`config.mk`:
```
export PLATFORM = sky130hd
export DESIGN_NAME = vectored_irq_unit
export DESIGN_NICKNAME = d
export VERILOG_FILES = /design/src/logic/vic_pkg.sv /design/src/logic/ext_req_filter.sv /design/src/logic/vectored_irq_unit.sv
export SDC_FILE = /design/constraint.sdc
export NUM_CORES = 1
export LEC_CHECK = 0
export ABC_CLOCK_PERIOD_IN_PS = 102200
export BUFFER_PORTS_ARGS = -buffer_cell sky130_fd_sc_hd__buf_4
export CORE_ASPECT_RATIO = 1.5
export CORE_MARGIN = 5
export CORE_UTILIZATION = 57
export CTS_CLUSTER_SIZE = 25
export DETAILED_ROUTE_END_ITERATION = 10
export MAX_ROUTING_LAYER = met4
export PLACE_DENSITY = 0.81
export SETUP_SLACK_MARGIN = 0.1
export SYNTH_ARGS = -nofsm -noshare
export SYNTH_HDL_FRONTEND = slang
export SYNTH_SLANG_ARGS = --single-unit
export TNS_END_PERCENT = 20
```
`constraint.sdc`:
```
create_clock -name mclk -period 102.2 [get_ports mclk]
set_input_delay 20.44 -clock mclk [delete_from_list [all_inputs] [get_ports mclk]]
set_output_delay 20.44 -clock mclk [all_outputs]
set_load 0.02 [all_outputs]
```
`src/logic/vic_pkg.sv`:
```
// Overview of operation
// pin and watchdog nonmaskable, codes 0010/0020
// 51 maskable sources, handler equals code
// each maskable source has a mask
// eight priority levels, best one presented
// only strictly higher level preempts service
// servicing starts at least 5 clocks later
// exceptions win over interrupts
// two trap channels, 004n and 005n
// bad opcode and debug trap share 0060
// pin filter, selectable edge, level mode
// nonmaskable and external zero share pin
// ties go to lowest default priority
// reset vectors to zero, code 0000
package vic_pkg;

  localparam int NUM_INT      = 45;
  localparam int NUM_EXT      = 4;
  localparam int NUM_SW       = 2;
  localparam int NUM_SRC      = NUM_INT + NUM_EXT + NUM_SW;
  localparam int NUM_SLOT     = NUM_SRC + 2;
  localparam int SLOT_W       = 6;
  localparam int LVL_W        = 3;
  localparam int NUM_LVL      = 8;
  localparam int EXT_SLOT0    = 3;
  localparam int NMI_PIN_SLOT = NUM_SRC;
  localparam int NMI_WDT_SLOT = NUM_SRC + 1;

  // latency floor in clocks; two stages are spent in capture and output
  localparam int MIN_LAT_CYC  = 5;
  localparam int PIPE_DEPTH   = MIN_LAT_CYC - 2;
  localparam int FILT_CYC     = 3;

  localparam logic [15:0] CODE_RESET    = 16'h0000;
  localparam logic [15:0] CODE_NMI_PIN  = 16'h0010;
  localparam logic [15:0] CODE_NMI_WDT  = 16'h0020;
  localparam logic [15:0] CODE_NMI_IDLE = 16'h0030;
  localparam logic [15:0] CODE_TRAP_A   = 16'h0040;
  localparam logic [15:0] CODE_TRAP_B   = 16'h0050;
  localparam logic [15:0] CODE_BAD_OP   = 16'h0060;
  localparam logic [15:0] CODE_IRQ_BASE = 16'h0080;
  localparam logic [31:0] HND_RESET     = 32'h0000_0000;
  localparam logic [31:0] HND_TRAP_A    = 32'h0000_0040;
  localparam logic [31:0] HND_TRAP_B    = 32'h0000_0050;
  localparam logic [31:0] HND_BAD_OP    = 32'h0000_0060;

  localparam int         EDGE_RISE_BIT = 0;
  localparam int         EDGE_FALL_BIT = 1;
  localparam logic [1:0] EDGE_FALL     = 2'h2;

  typedef enum logic [1:0] {VK_RESET, VK_NMI, VK_EXC, VK_IRQ} vec_kind_t;

  // fixed default priority per maskable slot, slots ordered by it
  localparam logic [6:0] DEF_PRIO [NUM_SRC] = '{
    7'h02, 7'h03, 7'h05, 7'h06, 7'h07, 7'h08, 7'h09, 7'h0d, 7'h0e, 7'h0f, 7'h10, 7'h11, 7'h12,
    7'h13, 7'h14, 7'h15, 7'h1f, 7'h20, 7'h21, 7'h22, 7'h23, 7'h24, 7'h25, 7'h26, 7'h27, 7'h28,
    7'h29, 7'h2a, 7'h2b, 7'h2c, 7'h2d, 7'h2e, 7'h31, 7'h32, 7'h33, 7'h34, 7'h35, 7'h36, 7'h37,
    7'h38, 7'h39, 7'h3a, 7'h3b, 7'h3c, 7'h3d, 7'h3e, 7'h3f, 7'h46, 7'h47, 7'h59, 7'h5a};

  function automatic logic [15:0] irq_code(input logic [SLOT_W-1:0] s);
    irq_code = CODE_IRQ_BASE + {5'h00, DEF_PRIO[s], 4'h0};
  endfunction : irq_code

  // level 0 is the most urgent
  function automatic logic [LVL_W-1:0] first_set(input logic [NUM_LVL-1:0] v);
    first_set = '0;
    for (int i = NUM_LVL - 1; i >= 0; i--) begin
      if (v[i]) first_set = LVL_W'(i);
    end
  endfunction : first_set

endpackage : vic_pkg

```
`src/logic/ext_req_filter.sv`:
```
`timescale 1ns/1ns
module ext_req_filter import vic_pkg::*; (
  // clock and reset
  input  wire logic       mclk,
  input  wire logic       srst,
  // pin and its setup
  input  wire logic       pin,
  input  wire logic [1:0] edge_sel,
  input  wire logic       level_mode,
  // request towards the controller
  output logic            evt
);

  logic [1:0]          sync_q, sync_d;
  logic [FILT_CYC-1:0] hist_q, hist_d;
  logic                filt_q, filt_d;
  logic                prev_q, prev_d;
  logic                evt_q, evt_d;
  logic                act_low;

  always_comb begin
    sync_d  = {sync_q[0], pin};
    hist_d  = {hist_q[FILT_CYC-2:0], sync_q[1]};
    // a level must hold for the whole window to be believed
    filt_d  = (&hist_q) ? 1'b1 : ((~|hist_q) ? 1'b0 : filt_q);
    prev_d  = filt_q;
    act_low = (edge_sel == EDGE_FALL);
    if (level_mode) begin
      evt_d = filt_q ^ act_low;
    end else begin
      evt_d = (edge_sel[EDGE_RISE_BIT] & filt_q & ~prev_q) | (edge_sel[EDGE_FALL_BIT] & ~filt_q & prev_q);
    end
  end

  always_ff @(posedge mclk) begin
    if (srst) begin
      sync_q <= '0;
      hist_q <= '0;
      filt_q <= 1'b0;
      prev_q <= 1'b0;
      evt_q  <= 1'b0;
    end else begin
      sync_q <= sync_d;
      hist_q <= hist_d;
      filt_q <= filt_d;
      prev_q <= prev_d;
      evt_q  <= evt_d;
    end
  end

  assign evt = evt_q;
endmodule : ext_req_filter

```
`src/logic/vectored_irq_unit.sv`:
```
`timescale 1ns/1ns
module vectored_irq_unit import vic_pkg::*; (
  // clock and reset
  input  wire logic                     mclk,
  input  wire logic                     srst,
  // request sources
  input  wire logic [NUM_INT-1:0]       periph_req,
  input  wire logic [NUM_SW-1:0]        soft_req,
  input  wire logic [NUM_EXT-1:0]       ext_pin,
  input  wire logic                     watchdog_nonmaskable_req,
  // configuration
  input  wire logic                     pin0_is_nmi,
  input  wire logic [NUM_SRC-1:0]       irq_mask,
  input  wire logic [NUM_SRC*LVL_W-1:0] irq_prio,
  input  wire logic [2*NUM_EXT-1:0]     ext_edge_sel,
  input  wire logic [NUM_EXT-1:0]       ext_level_mode,
  // exceptions from the core
  input  wire logic                     soft_trap_channel_a,
  input  wire logic                     soft_trap_channel_b,
  input  wire logic [3:0]               trap_num,
  input  wire logic                     bad_opcode_trap,
  input  wire logic                     debug_trap_instr,
  // core handshake
  input  wire logic                     vec_ack,
  input  wire logic                     serv_end,
  output vec_kind_t                     vec_kind,
  output logic                          vec_valid,
  output logic [15:0]                   vec_code,
  output logic [31:0]                   vec_handler,
  output logic [LVL_W-1:0]              vec_level
);

  logic [NUM_EXT-1:0]  ext_evt;
  logic                pin_nonmaskable_req;
  logic                external_req_zero;
  logic [NUM_SLOT-1:0] set_vec, clr_vec, ripe, mask_pad;
  logic [NUM_SLOT-1:0] pend_q, pend_d;
  logic [NUM_SLOT-1:0] pipe_q [PIPE_DEPTH];
  logic [NUM_SLOT-1:0] pipe_d [PIPE_DEPTH];
  logic [NUM_LVL-1:0]  isr_q, isr_d;
  logic                nmi_isr_q, nmi_isr_d;
  logic                exc_v_q, exc_v_d;
  logic [15:0]         exc_code_q, exc_code_d;
  logic [31:0]         exc_hnd_q, exc_hnd_d;
  logic                reset_vec_q, reset_vec_d;
  logic                vec_valid_q, vec_valid_d;
  vec_kind_t           vec_kind_q, vec_kind_d;
  logic [15:0]         vec_code_q, vec_code_d;
  logic [31:0]         vec_handler_q, vec_handler_d;
  logic [LVL_W-1:0]    vec_level_q, vec_level_d;
  logic [SLOT_W-1:0]   sel_q, sel_d;
  logic                sel_masked_q, sel_masked_d;
  logic                best_found, any_isr, irq_ok, nmi_ok, taken;
  logic [SLOT_W-1:0]   best_idx;
  logic [LVL_W-1:0]    best_prio, cur_lvl;

  genvar g;
  generate
    for (g = 0; g < NUM_EXT; g++) begin : g_pin
      ext_req_filter u_filt (
        .mclk       (mclk),
        .srst       (srst),
        .pin        (ext_pin[g]),
        .edge_sel   (ext_edge_sel[2*g +: 2]),
        .level_mode (ext_level_mode[g]),
        .evt        (ext_evt[g])
      );
    end
  endgenerate

  // one pin, two jobs, chosen by configuration
  assign pin_nonmaskable_req = pin0_is_nmi & ext_evt[0];
  assign external_req_zero   = ~pin0_is_nmi & ext_evt[0];
  assign set_vec  = {watchdog_nonmaskable_req, pin_nonmaskable_req, periph_req[44:43], soft_req,
                     periph_req[42:3], ext_evt[3:1], external_req_zero, periph_req[2:0]};
  assign mask_pad = {2'b00, irq_mask};
  assign taken    = vec_ack & vec_valid_q;

  // arbitration
  always_comb begin
    ripe       = pipe_q[PIPE_DEPTH-1] & pend_q;
    best_found = 1'b0;
    best_idx   = '0;
    best_prio  = '1;
    for (int i = 0; i < NUM_SRC; i++) begin
      // strict compare keeps the lower slot on a tie
      if (ripe[i] && !irq_mask[i] && (!best_found || irq_prio[i*LVL_W +: LVL_W] < best_prio)) begin
        best_found = 1'b1;
        best_idx   = SLOT_W'(i);
        best_prio  = irq_prio[i*LVL_W +: LVL_W];
      end
    end
    cur_lvl = first_set(isr_q);
    any_isr = |isr_q;
    irq_ok  = best_found && !nmi_isr_q && (!any_isr || best_prio < cur_lvl);
    nmi_ok  = !nmi_isr_q && (ripe[NMI_PIN_SLOT] || ripe[NMI_WDT_SLOT]);
  end

  // presented vector
  always_comb begin
    vec_valid_d   = 1'b0;
    vec_kind_d    = vec_kind_q;
    vec_code_d    = vec_code_q;
    vec_handler_d = vec_handler_q;
    vec_level_d   = vec_level_q;
    sel_d         = sel_q;
    if (reset_vec_q) begin
      vec_valid_d   = 1'b1;
      vec_kind_d    = VK_RESET;
      vec_code_d    = CODE_RESET;
      vec_handler_d = HND_RESET;
    end else if (exc_v_q) begin
      vec_valid_d   = 1'b1;
      vec_kind_d    = VK_EXC;
      vec_code_d    = exc_code_q;
      vec_handler_d = exc_hnd_q;
    end else if (nmi_ok) begin
      vec_valid_d   = 1'b1;
      vec_kind_d    = VK_NMI;
      sel_d         = ripe[NMI_PIN_SLOT] ? SLOT_W'(NMI_PIN_SLOT) : SLOT_W'(NMI_WDT_SLOT);
      vec_code_d    = ripe[NMI_PIN_SLOT] ? CODE_NMI_PIN : CODE_NMI_WDT;
      vec_handler_d = {16'h0000, vec_code_d};
      vec_level_d   = '0;
    end else if (irq_ok) begin
      vec_valid_d   = 1'b1;
      vec_kind_d    = VK_IRQ;
      sel_d         = best_idx;
      vec_code_d    = irq_code(best_idx);
      vec_handler_d = {16'h0000, vec_code_d};
      vec_level_d   = best_prio;
    end
    // a one-cycle gap after a take, so a stale vector is never taken twice
    if (taken) vec_valid_d = 1'b0;
    sel_masked_d = (vec_kind_d == VK_IRQ) && mask_pad[sel_d];
  end

  // pending, in-service and exception state
  always_comb begin
    pend_d      = pend_q;
    isr_d       = isr_q;
    nmi_isr_d   = nmi_isr_q;
    exc_v_d     = exc_v_q;
    exc_code_d  = exc_code_q;
    exc_hnd_d   = exc_hnd_q;
    reset_vec_d = reset_vec_q;
    clr_vec     = '0;
    if (serv_end) begin
      if (nmi_isr_q) nmi_isr_d = 1'b0;
      else if (any_isr) isr_d[cur_lvl] = 1'b0;
    end
    if (taken) begin
      case (vec_kind_q)
        VK_RESET: reset_vec_d = 1'b0;
        VK_EXC:   exc_v_d = 1'b0;
        VK_NMI: begin
          clr_vec[sel_q] = 1'b1;
          nmi_isr_d      = 1'b1;
        end
        VK_IRQ: begin
          clr_vec[sel_q]     = 1'b1;
          isr_d[vec_level_q] = 1'b1;
        end
        default: ;
      endcase
    end
    // a new request in the take cycle survives
    pend_d = (pend_q & ~clr_vec) | set_vec;
    pipe_d[0] = pend_q & ~clr_vec;
    for (int k = 1; k < PIPE_DEPTH; k++) begin
      pipe_d[k] = pipe_q[k-1] & pend_q & ~clr_vec;
    end
    if (!exc_v_d) begin
      if (bad_opcode_trap || debug_trap_instr) begin
        exc_v_d    = 1'b1;
        exc_code_d = CODE_BAD_OP;
        exc_hnd_d  = HND_BAD_OP;
      end else if (soft_trap_channel_a) begin
        exc_v_d    = 1'b1;
        exc_code_d = CODE_TRAP_A | {12'h000, trap_num};
        exc_hnd_d  = HND_TRAP_A;
      end else if (soft_trap_channel_b) begin
        exc_v_d    = 1'b1;
        exc_code_d = CODE_TRAP_B | {12'h000, trap_num};
        exc_hnd_d  = HND_TRAP_B;
      end
    end
  end

  always_ff @(posedge mclk) begin
    if (srst) begin
      pend_q        <= '0;
      pipe_q        <= '{default: '0};
      isr_q         <= '0;
      nmi_isr_q     <= 1'b0;
      exc_v_q       <= 1'b0;
      exc_code_q    <= CODE_RESET;
      exc_hnd_q     <= HND_RESET;
      reset_vec_q   <= 1'b1;
      vec_valid_q   <= 1'b1;
      vec_kind_q    <= VK_RESET;
      vec_code_q    <= CODE_RESET;
      vec_handler_q <= HND_RESET;
      vec_level_q   <= '0;
      sel_q         <= '0;
      sel_masked_q  <= 1'b0;
    end else begin
      pend_q        <= pend_d;
      pipe_q        <= pipe_d;
      isr_q         <= isr_d;
      nmi_isr_q     <= nmi_isr_d;
      exc_v_q       <= exc_v_d;
      exc_code_q    <= exc_code_d;
      exc_hnd_q     <= exc_hnd_d;
      reset_vec_q   <= reset_vec_d;
      vec_valid_q   <= vec_valid_d;
      vec_kind_q    <= vec_kind_d;
      vec_code_q    <= vec_code_d;
      vec_handler_q <= vec_handler_d;
      vec_level_q   <= vec_level_d;
      sel_q         <= sel_d;
      sel_masked_q  <= sel_masked_d;
    end
  end

  assign vec_valid   = vec_valid_q;
  assign vec_kind    = vec_kind_q;
  assign vec_code    = vec_code_q;
  assign vec_handler = vec_handler_q;
  assign vec_level   = vec_level_q;

  logic irq_out, slot0_out;
  assign irq_out   = vec_valid_q && (vec_kind_q == VK_IRQ);
  assign slot0_out = irq_out && (sel_q == '0);
endmodule : vectored_irq_unit

```
==> impl_metrics.ini, run 1 <==
[critical_path]
slowest_stage = a211oi_1
cp-start-kind = input pin
cp.buffers_inverters = 24
required_ns = 102.63
path_delay_family = compound AO/OA/AOI/OAI gates
worstSetupPathType = in2reg
cpPeakStageDelay_ns = 0.64
cp_max_fo = 16
arrival_ns = 88.47
cp-end-kind = register
cp_common_cell = ha_1

[finish]
multi_input_area_um2 = 12300
drive_above_1_share = 0.185
num-fill-cells = 2785
utilization = 0.679
fin_nets = 2935
final-seq-area_um2 = 5730
fin_cells = 3034
syn_to_final_growth_pct = 17.6

[floorplanning]
dieHeight_um = 233
core_um2 = 32600
start_util = 0.577
io_pins = 335
die_w_um = 158
die_area_um2 = 36900
rows = 81

[pwr]
power_uw = 253
p_per_area_nw_per_um2 = 11.4
p_leak_uw = 0.0101
peakVddDrop_mv = 0.0176

[detailed_routing]
routed_wl_um = 59700
wl_per_cell_um = 19.7
final_antenna_net_count = 0
route.detailed.drc = 0
drt-vias-per-instance = 6.20
first_pass_iters = 5
drtIter0Drc = 1250
num_vias = 18800

[global_route]
grt_max_degree = 65
grt_pass1_vias = 18700
gr-total-overflow = 0
antenna_found_initial = 6
grt_pass1_wl_um = 93600
grt_usage = 0.319

[timing]
fin_crit_ns = 88.04
fin_setup_tns_ns = 0
final-setup-viol-count = 0
finalCritPeriodShare = 0.861
finalHoldViolCount = 0
final_max_slew_viol_count = 0
rsz0062_at_grt = false
skew_ns = 0.0185
max_freq_mhz = 11.4
slew_headroom = 0.323
tightest_slew_ns = 1.01

[logic_synthesis]
netlist_instances = 2308
synth_area_um2 = 18800
synth.avg_cell_area_um2 = 8.17
synth-edff-count = 0
seq_area_frac_synth = 0.304
ys.flop_type = dfxtp_1
synth-seq-cells = 286
ys.warnings.count = 0
synth_async_sr_flop_share = 0
synth_cell_types = 134

[clocking]
clkTransAtPathRegs_ns = 0.07
cts_buffer_depth = 3
cts_resized = 0
cts_hold_buf = 0
cts_setup_buffers = 0
root_buffer = clkbuf_16
cts.sinks = 286
clock_latency_ns = 0.53
htree_levels = 1
cts_tree = done
cts_buffers = 25

[placed_design]
dp_hpwl_um = 48400
port_buffers = 306
place_congestion = 0.985
dp_cells = 2982

[job]
maxCapViolCount = 0

[run_status]
outcome = finished, final reports clean

[hold_path]
holdCritPathClass = reg2reg
## per-stage QoR
step / cell area [µm²] / hold WS [ns] / worst slack, ns
6_report: 22200 / 0.426 / 14.16
5_1_grt: 22200 / 0.437 / 8.08
4_1_cts: 22200 / 0.422 / 14.68
3_5_place_dp: 21300 / 0.411 / 14.35
3_3_place_gp: 21300 / 0.407 / 16.13
2_1_floorplan: 18900 / 0.403 / 23.08
## kinds of logic (layout without fill, tap and decap cells)
logic type | Yosys count | after routing | synth area share
AO/OA/AOI/OAI | 774 | 774 | 0.308
adder cells (fa/ha/maj) | 80 | 80 | 0.0507
buffers and inverters | 189 | 467 | 0.0485
flip-flops | 286 | 286 | 0.304
multiplexers | 62 | 62 | 0.0363
other | 1 | 34 | 0.000199
AND/OR/NAND/NOR | 916 | 916 | 0.252
## layout by cell type, fill, tap and decap left out, drive strengths merged, types with 20 or more instances in the layout
cell and n:
a211oi 39, and2 150, nand2b 49, buf 307, and3 22, inv 118, o211ai 28, nor2b 34
o31ai 22, mux2i 43, maj3 20, nand3 45, a21o 111, a21oi 171, dfxtp 286, nand3b 57
ha 60, nor3 43, a31oi 35, or2 25, conb 28, o21ai 118, nand2 210, nor2 206
clkbuf 29
## path summary, 6_finish.rpt
kind / to / start / depth (start not counted) / slack [ns]
hold / removal: pipe_q[46]$_SDFF_PP0_ / pipe_q[99]$_SDFF_PP0_ / 1 / 0.43
setup reg to reg: sel_q[3]$_SDFFE_PP0P_ / pend_q[0]$_SDFF_PP0_ / 332 / 33.91
setup / recovery: sel_q[3]$_SDFFE_PP0P_ / irq_mask[0] / 333 / 14.16
hold reg to reg: pipe_q[46]$_SDFF_PP0_ / pipe_q[99]$_SDFF_PP0_ / 1 / 0.43
## where the power goes
| part | switching, µW | internal (µW) |
|---|---|---|
| Combinational | 20.3 | 16.7 |
| Clock | 41.9 | 55.6 |
| Sequential | 2.19 | 116 |
| Total | 64.5 | 188 |
## worst register-to-register path: cells and delay by family (launching register included)
family	cells	cell delay, ns
and+or+nand+nor	104	16.81
buffers and inverters	23	1.94
DFF	1	0.36
adders and majority gates	48	12.75
muxes	21	5.69
AOI/OAI and AO/OA	136	30.61
## sequential cells by signal (all words and copies together), names as in the netlist, 2 cells and up
signal               flops
vec_kind                 2
sel_q                    6
g_pin.u_filt.hist_q     12
pend_q                  53
exc_code_q               7
g_pin.u_filt.sync_q      8
isr_q                    8
g_pin.u_filt.evt         4
g_pin.u_filt.filt_q      4
pipe_q                 159
g_pin.u_filt.prev_q      4
vec_level                3
vec_code                11
## metal layers
metal / vias to the layer above / GRT usage / wire, µm
met2: 712 / 0.563 / 30300
li1: 9032 / - / -
met1: 8838 / 0.341 / 21500
met4: 0 / 0.193 / 4310
met3: 225 / 0.0324 / 3500
met5: - / - / 0
## cells in the mapped netlist, types with 25 or more instances
| cell type | count | area share |
|---|---|---|
| ha_1 | 60 | 0.040 |
| and2_1 | 149 | 0.049 |
| a21o_1 | 106 | 0.042 |
| o211ai_1 | 25 | 0.010 |
| nand2b_1 | 49 | 0.016 |
| mux2i_1 | 39 | 0.021 |
| inv_1 | 110 | 0.022 |
| nand3b_1 | 57 | 0.023 |
| nor3_1 | 42 | 0.011 |
| nor2b_1 | 34 | 0.011 |
| dfxtp_1 | 286 | 0.30 |
| buf_4 | 42 | 0.017 |
| nor2_1 | 203 | 0.040 |
| o21ai_0 | 99 | 0.026 |
| a21oi_1 | 167 | 0.044 |
| a31oi_1 | 34 | 0.011 |
| nand3_1 | 45 | 0.012 |
| nand2_1 | 209 | 0.042 |
| a211oi_1 | 30 | 0.012 |
## area by class of cell
cell class                      count  share of cell area
Timing Repair Buffer              307               0.104
Sequential cell                   286               0.258
Tap cell                          415              0.0234
Antenna cell                        6            0.000677
Multi-Input combinational cell   1860               0.555
Clock inverter                     17             0.00881
Inverter                          114              0.0194
Clock buffer                       29              0.0303
Power figures use the tool's default switching activity.
==> inputs of run 2 (changes only) <==
--- a/config.mk
+++ b/config.mk
@@ -9,11 +9,10 @@
 export BUFFER_PORTS_ARGS = -buffer_cell sky130_fd_sc_hd__buf_4
 export CORE_ASPECT_RATIO = 1.5
 export CORE_MARGIN = 5
-export CORE_UTILIZATION = 57
+export CORE_UTILIZATION = 40
 export CTS_CLUSTER_SIZE = 25
 export DETAILED_ROUTE_END_ITERATION = 10
 export MAX_ROUTING_LAYER = met4
-export PLACE_DENSITY = 0.81
 export SETUP_SLACK_MARGIN = 0.1
 export SYNTH_ARGS = -nofsm -noshare
 export SYNTH_HDL_FRONTEND = slang
==> impl_metrics.ini, run 2 (synthesis results as in run 1) <==
[finish]
syn_to_final_growth_pct = 19.7
drive_above_1_share = 0.187
final_cell_mix = buf_4, dfxtp_1, nand2_1, nor2_1, a21oi_1
top_register = pipe_q
reg.largest.list = pipe_q: 159 flops, pend_q: 53 flops, g_pin.u_filt.hist_q: 12 flops
fin_nets = 2939
utilization = 0.483
largest_reg_flops = 159
final_common_cell = buf_4

[pwr]
p_leak_uw = 0.0102
p_per_area_nw_per_um2 = 11.8
power_uw = 267
peakVddDrop_mv = 0.0137

[detailed_routing]
num_vias = 18500
route.detailed.drc = 0
final_antenna_net_count = 0
routed_wl_um = 62300
wl_per_cell_um = 19.3
drtIter0Drc = 808
drt-vias-per-instance = 5.73
first_pass_iters = 5

[placed_design]
place_ws_ns = 14.31
place_congestion = 0.952
dp_hpwl_um = 51000
port_buffers = 306

[global_route]
gr-total-overflow = 0
grt_usage = 0.233
grt_max_degree = 64
grt_pass1_vias = 18400
grt_pass1_wl_um = 95800
antenna_found_initial = 9

[clocking]
clkTransAtPathRegs_ns = 0.07
cts_buffer_depth = 3
cts_resized = 0
cts_hold_buf = 0
htree_levels = 1
cts_setup_buffers = 0
clock_latency_ns = 0.54
cts.sinks = 286
cts_tree = done
cts_buffers = 28
root_buffer = clkbuf_16

[timing]
tightest_slew_ns = 1.16
fin_setup_tns_ns = 0
finalWorstSetupSlack_ns = 14.28
final-setup-viol-count = 0
rsz0062_at_grt = false
slew_headroom = 0.223
fin_crit_ns = 87.92
max_freq_mhz = 11.4
finalCritPeriodShare = 0.860
final_max_slew_viol_count = 0
skew_ns = 0.0213
hold_slack_ns = 0.414
finalHoldViolCount = 0

[floorplanning]
core_um2 = 46700
dieHeight_um = 276
start_util = 0.403
die_w_um = 187
io_pins = 335
die_area_um2 = 51600
rows = 97

[critical_path]
cp-start-kind = input pin
cp_max_fo = 16
arrival_ns = 88.36
required_ns = 102.64
cp_common_cell = ha_1
r2r-start = pend_q[0]$_SDFF_PP0_
slowest_stage = a211oi_1
timing.critical_path.from = irq_mask[0]
cp-end-kind = register
worstSetupPathType = in2reg
cpPeakStageDelay_ns = 0.65

[run_status]
outcome = finished, final reports clean

[hold_path]
hold_start = pipe_q[119]$_SDFF_PP0_
holdCritPathClass = reg2reg

[job]
maxCapViolCount = 0
run 2: cell types whose count changed in the layout (fill, tap and decap cells not counted), sizes merged:
cell / change
buf: +1
bufinv: +2
clkbuf: +7
clkinv: -3
clkinvlp: +1
diode: +3
inv: -1
run 2: worst max-delay path, delay by kind of cell:
family	cells	cell delay [ns]
simple gates	105	17.05
fa+ha+maj	48	12.68
mux	22	5.89
compound gates	135	30.26
buf+inv	23	1.92
run 2: report_power, final:
part,internal (µW),switching [µW]
Sequential,116,2.05
Combinational,16.7,20.3
Clock,67.9,44.3
run 2: final cells by class:
class / instances / area [µm²]
diodes: 9 / 22.5
clock buffers: 36 / 792
clock inverters: 16 / 233
fillers: 4616 / 24200
inverters: 114 / 430
multi-input cells: 1860 / 12300
flip-flops and latches: 286 / 5730
well taps: 594 / 743
repair buffers: 308 / 2310
run 2: worst paths after layout:
kind	slack, ns	endpoint	depth (start not counted)
worst max register to register	34.00	sel_q[3]$_SDFFE_PP0P_	332
worst min register to register	0.41	pipe_q[66]$_SDFF_PP0_	1
worst max-delay path	14.28	sel_q[3]$_SDFFE_PP0P_	333
worst min-delay path	0.41	pipe_q[66]$_SDFF_PP0_	1
run 2: routing by layer:
metal  share of wire  GRT usage
met1            0.39      0.245
met2            0.52      0.433
met3           0.037     0.0190
met4           0.055      0.124
met5               0          -
run 2: through the flow:
step           instances  cell area (µm²)
2_1_floorplan       2335            18900
3_3_place_gp        3162            21500
3_5_place_dp        3162            21500
4_1_cts             3214            22500
5_1_grt             3223            22600
6_report            3223            22600
